## config.mk

```make
export PLATFORM = sky130hd
export DESIGN_NAME = dscr_regs
export DESIGN_NICKNAME = d
export VERILOG_FILES = /design/src/hw/dscr_regs.v /design/src/hw/dscr_rise_det.v /design/src/hw/dscr_sync.v
export VERILOG_INCLUDE_DIRS = /design/src /design/src/hw
export SDC_FILE = /design/constraint.sdc
export NUM_CORES = 1
export LEC_CHECK = 0
export BUFFER_PORTS_ARGS = -buffer_cell sky130_fd_sc_hd__buf_2
export CAP_MARGIN = 20
export CORE_ASPECT_RATIO = 1.75
export CORE_MARGIN = 2
export CORE_UTILIZATION = 45
export DETAILED_ROUTE_END_ITERATION = 16
export GPL_TIMING_DRIVEN = 0
export PLACE_DENSITY = 0.81
export SYNTH_ARGS = -nofsm -noshare
export SYNTH_HDL_FRONTEND = slang
export SYNTH_SLANG_ARGS = --single-unit
```

## constraint.sdc

```tcl
create_clock -name clk -period 2.4 [get_ports clk]
set_input_delay 0.12 -clock clk [delete_from_list [all_inputs] [get_ports clk]]
set_output_delay 0.12 -clock clk [all_outputs]
set_load 0.02 [all_outputs]
```

## src/hw/dscr_defines.vh

```
`ifndef DSCR_DEFINES_VH
`define DSCR_DEFINES_VH
// ----------------------------------------
// Register indices (word addresses)
// ----------------------------------------
`define DSCR_ADDR_RUN_CMD    16'h0006
`define DSCR_ADDR_OP_STATUS  16'h000E
`define DSCR_ADDR_TRIP       16'h000F
`define DSCR_ADDR_IN_TERM    16'h0010
`define DSCR_ADDR_OUT_TERM   16'h0011
`define DSCR_ADDR_AIN_V1     16'h0012
`define DSCR_ADDR_AIN_V2     16'h0013
`define DSCR_ADDR_AIN_I      16'h0014
`define DSCR_ADDR_SPEED      16'h0015
`define DSCR_ADDR_UNIT_SEL   16'h001A
`define DSCR_ADDR_POLES      16'h001B
`define DSCR_ADDR_CUST_VER   16'h001C
// ----------------------------------------
// Run command word fields
// ----------------------------------------
`define DSCR_CMD_STOP_BIT    0
`define DSCR_CMD_FWD_BIT     1
`define DSCR_CMD_REV_BIT     2
`define DSCR_CMD_FRST_BIT    3
`define DSCR_CMD_ESTOP_BIT   4
`define DSCR_CMD_SRC_LSB     6
`define DSCR_CMD_NETERR_BIT  15
`define DSCR_CMD_WR_MASK     16'h001F
`define DSCR_RUN_CMD_RESET   16'h0000
// ----------------------------------------
// Operating status word fields
// ----------------------------------------
`define DSCR_OPS_ARRIVE_BIT  6
`define DSCR_OPS_DCBRK_BIT   7
`define DSCR_OPS_STOPPING_BIT 8
`define DSCR_OPS_BRKOPEN_BIT 10
`define DSCR_OPS_FWDCMD_BIT  11
`define DSCR_OPS_REVCMD_BIT  12
`define DSCR_OPS_REMRS_BIT   13
`define DSCR_OPS_REMFQ_BIT   14
// ----------------------------------------
// Trip word fields
// ----------------------------------------
`define DSCR_TRIP_EARTH_BIT  6
`define DSCR_TRIP_HSINK_BIT  6
`define DSCR_TRIP_MOTOR_BIT  7
`define DSCR_TRIP_LOAD_BIT   8
`define DSCR_TRIP_HWDIAG_BIT 10
`define DSCR_TRIP_OC2_BIT    12
`define DSCR_TRIP_PLUGIN_BIT 13
`define DSCR_TRIP_PHASE_BIT  14
`define DSCR_TRIP_INVLD_BIT  15
`define DSCR_TRIP_RSVD_MASK  16'h0820
`define DSCR_SRC_SERIAL      2'h3
`define DSCR_SRC_OPTION      2'h2
`endif

```

## src/hw/dscr_regs.v

```verilog
`include "dscr_defines.vh"
// How it works
// [RULE1] A rising bit 0 of the run command word pulses a stop command.
// [RULE2] A rising bit 1 of the run command word pulses a forward run command.
// [RULE3] A rising bit 2 of the run command word pulses a reverse run command.
// [RULE4] Status bits 6,7,8,10 show arrival, DC braking, stopping, brake open; bit 9 zero.
// [RULE5] Status bits 11 and 12 show active forward and reverse run commands.
// [RULE6] Status bits 13 and 14 show remote run source and remote speed source.
// [RULE7] Trip word bit 6 flags an earth leakage trip.
// [RULE8] Trip word flags heatsink overheat (bit 6) and motor thermal trip (bit 7).
// [RULE9] Trip word bit 8 flags load excess; bits 5 and 11 read zero.
// [RULE10] Trip bits 13,14 plugin error, phase loss; 10,12,15 diagnostic, current classes.
// [RULE11] Rising bit 3 resets a fault; rising bit 4 issues an emergency stop.
// [RULE12] Run command bits 7:6 read back the command source code.
// [RULE13] Run command bit 15 is a read-only network malfunction flag.
// [RULE14] Writes to read-only words change nothing and trigger no action.
// [RULE15] Command bits act only on a rising transition, never on level or zero.
module dscr_regs (
	input  wire        clk,
	input  wire        rstn,
	input  wire        reg_wr,
	input  wire        reg_rd,
	input  wire [15:0] reg_addr,
	input  wire [15:0] reg_wdata,
	output reg  [15:0] reg_rdata,
	output reg         reg_ack,
	output reg         reg_err,
	output reg         cmd_stop,
	output reg         cmd_fwd,
	output reg         cmd_rev,
	output reg         cmd_fault_reset,
	output reg         cmd_estop,
	input  wire [1:0]  cmd_source,
	input  wire        net_error,
	input  wire        speed_arrived,
	input  wire        dc_braking,
	input  wire        stopping,
	input  wire        brake_open,
	input  wire        fwd_run_active,
	input  wire        rev_run_active,
	input  wire        remote_speed_source,
	input  wire [15:0] base_status,
	input  wire        earth_leak_trip,
	input  wire        drive_heatsink_trip,
	input  wire        motor_thermal_trip,
	input  wire        load_excess_trip,
	input  wire        hardware_diagnostic_trip,
	input  wire        second_current_trip,
	input  wire        plugin_board_error,
	input  wire        input_phase_loss,
	input  wire        inverter_load_trip,
	input  wire [4:0]  base_trips,
	input  wire [15:0] input_terminal_states,
	input  wire [15:0] output_terminal_states,
	input  wire [15:0] analog_voltage_in_one,
	input  wire [15:0] analog_voltage_in_two,
	input  wire [15:0] analog_current_in,
	input  wire [15:0] shaft_speed,
	input  wire [15:0] display_unit_select,
	input  wire [15:0] motor_pole_count,
	input  wire [15:0] custom_build_version
);
	// ----------------------------------------
	// Address decode
	// ----------------------------------------
	function is_mapped;
		input [15:0] a;
		begin
			case (a)
			`DSCR_ADDR_RUN_CMD, `DSCR_ADDR_OP_STATUS, `DSCR_ADDR_TRIP,
			`DSCR_ADDR_IN_TERM, `DSCR_ADDR_OUT_TERM, `DSCR_ADDR_AIN_V1,
			`DSCR_ADDR_AIN_V2, `DSCR_ADDR_AIN_I, `DSCR_ADDR_SPEED,
			`DSCR_ADDR_UNIT_SEL, `DSCR_ADDR_POLES, `DSCR_ADDR_CUST_VER: begin
				is_mapped = 1'b1;
			end
			default: begin
				is_mapped = 1'b0;
			end
			endcase
		end
	endfunction

	// ----------------------------------------
	// Status input synchronisers
	// ----------------------------------------
	// Flags from the drive core come from another domain, so all pass two flops.
	wire [15:0] ops_raw;
	wire [15:0] trip_raw;
	wire [15:0] ops_s;
	wire [15:0] trip_s;
	wire [15:0] misc_s;
	wire [2:0]  cmdsrc_s;
	wire [1:0]  src_s;
	wire        neterr_s;

	assign ops_raw = {1'b0, remote_speed_source, 1'b0, rev_run_active, fwd_run_active,
		brake_open, 1'b0, stopping, dc_braking, speed_arrived, base_status[5:0]};
	assign trip_raw = {inverter_load_trip, input_phase_loss, plugin_board_error,
		second_current_trip, 1'b0, hardware_diagnostic_trip, 1'b0, load_excess_trip,
		motor_thermal_trip, earth_leak_trip | drive_heatsink_trip, 1'b0, base_trips};

	dscr_sync #(.W(16)) u_sync_ops (
		.clk  (clk),
		.rstn (rstn),
		.d    (ops_raw),
		.q    (ops_s)
	);
	dscr_sync #(.W(16)) u_sync_trip (
		.clk  (clk),
		.rstn (rstn),
		.d    (trip_raw),
		.q    (trip_s)
	);
	dscr_sync #(.W(16)) u_sync_misc (
		.clk  (clk),
		.rstn (rstn),
		.d    ({13'h0000, net_error, cmd_source}),
		.q    (misc_s)
	);
	assign src_s    = misc_s[1:0];
	assign neterr_s = misc_s[2];
	assign cmdsrc_s = {neterr_s, src_s};

	// ----------------------------------------
	// Status word assembly
	// ----------------------------------------
	reg  [15:0] ops_word;
	reg  [15:0] trip_word;
	wire        remote_run_source;

	assign remote_run_source = (src_s == `DSCR_SRC_SERIAL) || (src_s == `DSCR_SRC_OPTION);

	always @* begin
		ops_word = ops_s;
		ops_word[9] = 1'b0; // [RULE4]
		ops_word[`DSCR_OPS_FWDCMD_BIT] = ops_s[`DSCR_OPS_FWDCMD_BIT]; // [RULE5]
		ops_word[`DSCR_OPS_REVCMD_BIT] = ops_s[`DSCR_OPS_REVCMD_BIT]; // [RULE5]
		ops_word[`DSCR_OPS_REMRS_BIT]  = remote_run_source; // [RULE6]
		ops_word[15] = 1'b0;
	end

	// Heatsink and earth leakage share bit 6; they are OR-ed because the position is doubtful.
	always @* begin
		trip_word = trip_s & ~`DSCR_TRIP_RSVD_MASK; // [RULE9]
		trip_word[`DSCR_TRIP_EARTH_BIT] = trip_s[6]; // [RULE7] [RULE8]
		trip_word[`DSCR_TRIP_MOTOR_BIT] = trip_s[7]; // [RULE8]
		trip_word[`DSCR_TRIP_LOAD_BIT]  = trip_s[8]; // [RULE9]
		trip_word[`DSCR_TRIP_PLUGIN_BIT] = trip_s[13]; // [RULE10]
		trip_word[`DSCR_TRIP_PHASE_BIT]  = trip_s[14]; // [RULE10]
	end

	// ----------------------------------------
	// Run command word
	// ----------------------------------------
	reg  [4:0]  run_cmd_q;
	wire [4:0]  cmd_rise;
	wire        wr_run;

	assign wr_run = reg_wr && (reg_addr == `DSCR_ADDR_RUN_CMD);

	always @(posedge clk or negedge rstn) begin
		if (!rstn) begin
			run_cmd_q <= 5'h00;
		end else if (wr_run) begin
			run_cmd_q <= reg_wdata[4:0];
		end
	end

	dscr_rise_det #(.W(5)) u_rise (
		.clk  (clk),
		.rstn (rstn),
		.lvl  (run_cmd_q),
		.rise (cmd_rise)
	);

	// Pulses are registered so each command is a clean one-cycle strobe.
	always @(posedge clk or negedge rstn) begin
		if (!rstn) begin
			cmd_stop        <= 1'b0;
			cmd_fwd         <= 1'b0;
			cmd_rev         <= 1'b0;
			cmd_fault_reset <= 1'b0;
			cmd_estop       <= 1'b0;
		end else begin
			cmd_stop        <= cmd_rise[`DSCR_CMD_STOP_BIT]; // [RULE1]
			cmd_fwd         <= cmd_rise[`DSCR_CMD_FWD_BIT]; // [RULE2]
			cmd_rev         <= cmd_rise[`DSCR_CMD_REV_BIT]; // [RULE3]
			cmd_fault_reset <= cmd_rise[`DSCR_CMD_FRST_BIT]; // [RULE11]
			cmd_estop       <= cmd_rise[`DSCR_CMD_ESTOP_BIT]; // [RULE11]
		end
	end

	// ----------------------------------------
	// Read path
	// ----------------------------------------
	reg [15:0] rd_mux;
	always @* begin
		case (reg_addr)
		`DSCR_ADDR_RUN_CMD: begin
			rd_mux = {cmdsrc_s[2], 7'h00, src_s, 1'b0, run_cmd_q}; // [RULE12] [RULE13]
		end
		`DSCR_ADDR_OP_STATUS: begin
			rd_mux = ops_word;
		end
		`DSCR_ADDR_TRIP: begin
			rd_mux = trip_word;
		end
		`DSCR_ADDR_IN_TERM: begin
			rd_mux = input_terminal_states;
		end
		`DSCR_ADDR_OUT_TERM: begin
			rd_mux = output_terminal_states;
		end
		`DSCR_ADDR_AIN_V1: begin
			rd_mux = analog_voltage_in_one;
		end
		`DSCR_ADDR_AIN_V2: begin
			rd_mux = analog_voltage_in_two;
		end
		`DSCR_ADDR_AIN_I: begin
			rd_mux = analog_current_in;
		end
		`DSCR_ADDR_SPEED: begin
			rd_mux = shaft_speed;
		end
		`DSCR_ADDR_UNIT_SEL: begin
			rd_mux = display_unit_select;
		end
		`DSCR_ADDR_POLES: begin
			rd_mux = motor_pole_count;
		end
		`DSCR_ADDR_CUST_VER: begin
			rd_mux = custom_build_version;
		end
		default: begin
			rd_mux = 16'h0000;
		end
		endcase
	end

	// Writes to read-only words are acknowledged but store nothing.
	always @(posedge clk or negedge rstn) begin
		if (!rstn) begin
			reg_rdata <= 16'h0000;
			reg_ack   <= 1'b0;
			reg_err   <= 1'b0;
		end else begin
			reg_ack <= reg_wr | reg_rd; // [RULE14]
			reg_err <= (reg_wr | reg_rd) & ~is_mapped(reg_addr);
			if (reg_rd) begin
				reg_rdata <= rd_mux;
			end
		end
	end
endmodule // dscr_regs

```

## src/hw/dscr_rise_det.v

```verilog
`include "dscr_defines.vh"
// ----------------------------------------
// Rising edge detector, one pulse per 0 to 1 step.
// ----------------------------------------
module dscr_rise_det #(
	parameter W = 5
) (
	input  wire         clk,
	input  wire         rstn,
	input  wire [W-1:0] lvl,
	output wire [W-1:0] rise
);
	reg [W-1:0] prev_q;
	always @(posedge clk or negedge rstn) begin
		if (!rstn) begin
			prev_q <= {W{1'b0}};
		end else begin
			prev_q <= lvl;
		end
	end
	// Holding a bit high gives no further pulse.
	assign rise = lvl & ~prev_q; // [RULE15]
endmodule // dscr_rise_det

```

## src/hw/dscr_sync.v

```verilog
`include "dscr_defines.vh"
// ----------------------------------------
// Two-stage synchroniser for pin-level status inputs.
// ----------------------------------------
module dscr_sync #(
	parameter W = 16
) (
	input  wire         clk,
	input  wire         rstn,
	input  wire [W-1:0] d,
	output reg  [W-1:0] q
);
	reg [W-1:0] meta_q;
	always @(posedge clk or negedge rstn) begin
		if (!rstn) begin
			meta_q <= {W{1'b0}};
			q      <= {W{1'b0}};
		end else begin
			meta_q <= d;
			q      <= meta_q;
		end
	end
endmodule // dscr_sync

```

# Word level (Yosys, flattened, before mapping)
# Memory sizes are Yosys's and may differ from the RTL's.
# Index checks and enable logic that the tools add are counted.
[word_totals]
memories = 1
romBits = 32
inputBits = 220
word_cells = 42
register_bits = 91
[mem_list]
columns = ["memory", "depth", "width", "rd", "rd_ports_with_merged_regs", "write_ports", "line", "rtl"]
rows = [
  ["(name not given)", 32, 1, 1, 0, 0, "dscr_regs.v:69", "case (a)"],
]
[op_classes]
bitwise = 6
n_eq_ne = 14
n_reduce_logical = 3
n_mux = 2
[op_table]
columns = ["op", "n"]
rows = [
  ["one-hot mux 16 bit (12 select lines)", 1],
  ["== test 16 x 5 -> 1 bit, second input constant", 9],
  ["== test 16 x 4 -> 1 bit, second input constant", 2],
  ["== test 16 x 3 -> 1 bit, second input constant", 1],
  ["zero test 11 bit", 1],
  ["bitwise AND 5 bit", 1],
  ["inverter 5 bit", 1],
  ["== test 2 bit, second input constant", 2],
  ["OR 1 bit", 2],
  ["bitwise AND 1 bit", 1],
  ["logical AND 1 bit", 1],
  ["logical OR 1 bit", 1],
  ["2-to-1 mux 1 bit", 1],
  ["inverter 1 bit", 1],
]

# Logic depth before layout (Yosys ltp)
[logic_depth]
depth_word = 4
depth_mapped = 8

# By module
# A second synthesis with hierarchy kept.
[unflattened]
hier_cells = 387
area_unflattened_um2 = 5452.7
[by_module_without_submodules]
columns = ["mod", "area_per_inst_um2", "cells_per_inst", "seq_area_each_um2", "instances"]
rows = [
  ["dscr_regs", 2856.5, 281, 700.7, 1],
  ["dscr_sync", 800.8, 32, 800.8, 3],
  ["dscr_rise_det", 193.9, 10, 125.1, 1],
]

# Least setup slack after synthesis
# Ideal clock, no wire load.
[synth_timing]
path_kind = "input-to-reg"
startpoint = "in reg_addr[13]"
endpoint = "reg run_cmd_q[0]"
required_time_ns = 2.272
n_path_buf = 2
t_arrival_ns = 1.846
setup_slack_ns = 0.426
stages = 7
cell_sequence = "or4_1 -> buf_4 -> buf_6 -> or3_1 -> nor2_1 -> nand2_1 -> mux2_1"
[synth_between]
elab_chain_len = 2
[synth_lines]
columns = ["item", "line", "rtl"]
rows = [
  ["from (decl)", "dscr_regs.v:23", "input wire [15:0] reg_addr,"],
  ["== test 16 x 3 -> 1 bit", "-", ""],
  ["logical AND 1 bit", "dscr_regs.v:159", "assign wr_run = reg_wr && (reg_addr == `DSCR_ADDR_RUN_CMD);"],
  ["to (signal assigned)", "dscr_regs.v:165", "run_cmd_q <= reg_wdata[4:0];"],
  ["to (decl)", "dscr_regs.v:155", "reg [4:0] run_cmd_q;"],
]
# Every way passes these cells.
# A chain may end at the register's enable or synchronous reset.

# Worst setup path in the final report
[layout_timing]
startpoint = "in reg_addr[13]"
endpoint = "reg reg_rdata[15]"
[layout_between]
elab_chain_len = 2
[layout_lines]
columns = ["item", "line", "rtl"]
rows = [
  ["== test 16 x 5 -> 1 bit (tied with other cells)", "dscr_regs.v:198", "case (reg_addr)"],
  ["one-hot mux 16 bit (12 select lines) *", "dscr_regs.v:198", ""],
  ["to (signal assigned)", "dscr_regs.v:251", "reg_rdata <= rd_mux;"],
  ["to (decl)", "dscr_regs.v:25", "output reg [15:0] reg_rdata,"],
]
# Every way passes the cells marked *; elsewhere a longest branch is shown, timed or not.

==> out/results.tsv <==
stage	metric	value	unit
clock_network	clock root buffer	clkbuf_16	
yosys	leading area contributor after synthesis	dfrtp_1	
floorplan	Die ar.	10450	um^2
final_layout	n_diodes	0	
route	drt pass-1 iters	6	
clock_network	TritonCTS clock tree	built	
power	pwr dens	542.3	nW/um^2
floorplan	I/O pins	243	
critical_path	Cell Chain, Critical Path	buf_2, or4_1, buf_4, buf_2, nor4_1, nand2_1, and3_1, a22oi_1	
timing	Achievable Freq	0.4236	GHz
timing	period utilization	98.37	%
global_routing	GRT overflow	0	
critical_path	Worst setup SP type	input pin	
route	antenna viol nets, final	0	
placement	GP Congestion	0.9661	
yosys	area of the mapped netlist	4330	um^2
floorplan	Core ar.	9409	um^2
yosys	Syn Area/Cell	11.86	um^2
clock_network	CTS Sinks	91	
final_layout	nets	852	
clock_network	CTS H-tree lvls	3	
timing	final hold vios	0	
route	DR iter-0 viols	444	
yosys	Area contributors post-synth	dfrtp_1, a22oi_1, a222oi_1	
placement	Buffers on Ports	220	
yosys	number of enable flip-flop cells after synthesis	0	
clock_network	post-CTS setup buffer count	0	
yosys	post-synthesis net count	585	
global_routing	initial antenna violation count	0	
placement	DP HPWL	12.64	mm
critical_path	crit-path max cell delay	0.96	ns
floorplan	row cnt	47	
outcome	run status	complete, no violations	
final_layout	area grow syn2layout	44.55	%
timing	final setup vio count	0	
timing	Worst Setup Slack, final	0.03916	ns
job	max_cap viols	0	
critical_path	CP required	2.64	ns
yosys	most numerous cell in the Yosys netlist	dfrtp_1	
critical_path	worst path arrival time	2.60	ns
route	final wirelength	17.05	mm
timing	Tightest Pin Transition	1.138	ns
critical_path	critical path's slowest cell	nor4_1	
yosys	post-synthesis register bit count	91	
timing	Final Max Slew Viols	0	
placement	placed cell areas	5614	um^2
yosys	post-synth top area share	52.59	%
floorplan	Initial Util	46.02	%
power	IR Drop Worst-Case VDD	478.7	uV
route	vias per cell	5.906	
yosys	Syn. warnings	0	
route	via count	4477	
power	Static Leak	2.955	nW
critical_path	crit path max fanout	10	
yosys	Post-synth ARST share	100.0	%
global_routing	overall global routing resource usage	32.55	%
min_path	worst hold path type	in -> reg	
yosys	synthesized netlist cell count	365	
floorplan	die width	78.16	um
timing	Max transition margin	23.43	%
global_routing	vias in the first global route	4855	
yosys	sequential element share of the synthesized area	52.59	%
route	DR DRC count	0	
critical_path	most numerous cell on the critical path	buf_2	
final_layout	FILL cells	748	
floorplan	die height	133.8	um
yosys	top post-synthesis cells by count	dfrtp_1, a22oi_1, nand2_1	
global_routing	first-pass GRT wire length	25.36	mm
clock_network	total CTS buffers	9	
yosys	post-synthesis cell type count	56	
critical_path	critical path type	in -> reg	
route	wire per inst	22.50	um
timing	RSZ-0062 raised after global routing	false	
placement	Placement Setup Slack	-0.7301	ns
critical_path	CP top delay family	simple AND/OR/NAND/NOR gates	
global_routing	largest net degree at the start of global routing	72	
final_layout	Final Cell Area	6260	um^2
clock_network	CTS max path bufs	2	
clock_network	worst skew pair latency	0.34	ns
critical_path	Buf/Inv on CP	3	
yosys	Main synth FF type	dfrtp_1	
final_layout	share of cells above drive strength 1	43.87	%
critical_path	CP endpoint kind	flip-flop	
timing	clock skew	0.008613	ns
clock_network	CTS clk-pin slew, worst paths	0.07	ns
timing	Tmin final	2.361	ns
[state kept, by name (all words and copies together) (netlist names)]
| name | flops |
|---|---|
| reg_ack | 1 |
| u_sync_misc.q | 3 |
| cmd_fault_reset | 1 |
| cmd_stop | 1 |
| u_sync_misc.meta_q | 3 |
| cmd_fwd | 1 |
| reg_err | 1 |
| reg_rdata | 16 |
| cmd_rev | 1 |
| u_sync_ops.q | 13 |
| u_sync_trip.q | 13 |
| run_cmd_q | 5 |
| u_rise.prev_q | 5 |
| u_sync_trip.meta_q | 13 |
| u_sync_ops.meta_q | 13 |
| cmd_estop | 1 |
[power by group]
group          switching, W  internal (W)
logic              0.000212      0.000229
clock network      0.000551      0.000803
registers         0.0000148       0.00159
[worst paths after layout]
kind | from | end | cells past startpoint | slack, ns
max reg2reg | run_cmd_q[0] | reg_rdata[0] | 5 | 1.12
min reg2reg | u_sync_ops.meta_q[2] | u_sync_ops.q[2] | 0 | 0.35
min in group asynchronous | rstn | run_cmd_q[1] | 2 | 0.22
min | reg_wdata[0] | run_cmd_q[0] | 2 | 0.01
max in group asynchronous | rstn | u_sync_misc.meta_q[2] | 3 | 1.53
max | reg_addr[13] | reg_rdata[15] | 8 | 0.04
[worst reg2reg max path, stage by stage, from the launching register on]
cell,delay [ns]
dfrtp_1,0.40
inv_1,0.09
nor2_1,0.05
a221oi_1,0.31
and3_1,0.21
a22oi_1,0.08
[metal layers]
metal	vias up	share of wire (%)	GRT usage [%]
met4	0	4.6	17.06
met5	-	0	0
met1	2166	35	34.65
met2	281	53	59.53
met3	58	7.0	6.595
li1	1972	-	-
[stage by stage]
stage                     util (%)  instances  TNS (ns)  power [W]  hold slack [ns]
after floorplan                  -        365         0   0.001759          -0.1756
after CTS                    66.50        758         0   0.003396         0.009749
after global placement       59.35        707    -6.247   0.001999           0.2276
final                        66.53        758         0   0.003395          0.01084
after detailed placement     59.67        708    -6.224   0.002013          0.02950
after global routing         66.53        758         0   0.003506         0.009957
[layout by cell type, fill, tap and decap left out, types with 7 or more instances in the layout]
master | netlist | routed
and3_1 | 9 | 9
clkbuf_16 | 0 | 9
mux2_2 | 9 | 9
o21ai_0 | 9 | 9
nand2_1 | 28 | 28
a222oi_1 | 15 | 15
a22o_1 | 9 | 9
mux2i_1 | 9 | 9
clkbuf_1 | 11 | 13
nor2_1 | 7 | 7
a21oi_1 | 11 | 11
dfrtp_1 | 91 | 91
a221oi_1 | 7 | 7
dlygate4sd3_1 | 0 | 35
nor2b_1 | 8 | 8
a22oi_1 | 32 | 32
buf_2 | 9 | 228
[cell families after synthesis]
group | after synthesis | share of synthesized area (%)
compound gates | 105 | 18.81
buf+inv | 32 | 3.900
flops | 91 | 52.59
mux | 24 | 6.241
simple gates | 113 | 18.46
[repair_timing]
item                                   4_1_cts  5_1_grt
endpoints found under the hold margin       53        0
hold buffers                                35        0
setup endpoints to repair                    7        9
resized for setup                            2        4
[cell type report]
| type | instances | area (um^2) | share of cell area, % |
|---|---|---|---|
| Buffer | 26 | 148.9 | 2.379 |
| Clock buffer | 13 | 240.2 | 3.838 |
| Clock inverter | 2 | 37.54 | 0.5996 |
| Inverter | 6 | 22.52 | 0.3598 |
| Multi-Input combinational cell | 242 | 1899 | 30.34 |
| Sequential cell | 91 | 2277 | 36.38 |
| Tap cell | 122 | 152.6 | 2.439 |
| Timing Repair Buffer | 256 | 1481 | 23.67 |
Note: power is estimated with default switching activity, not from simulation.
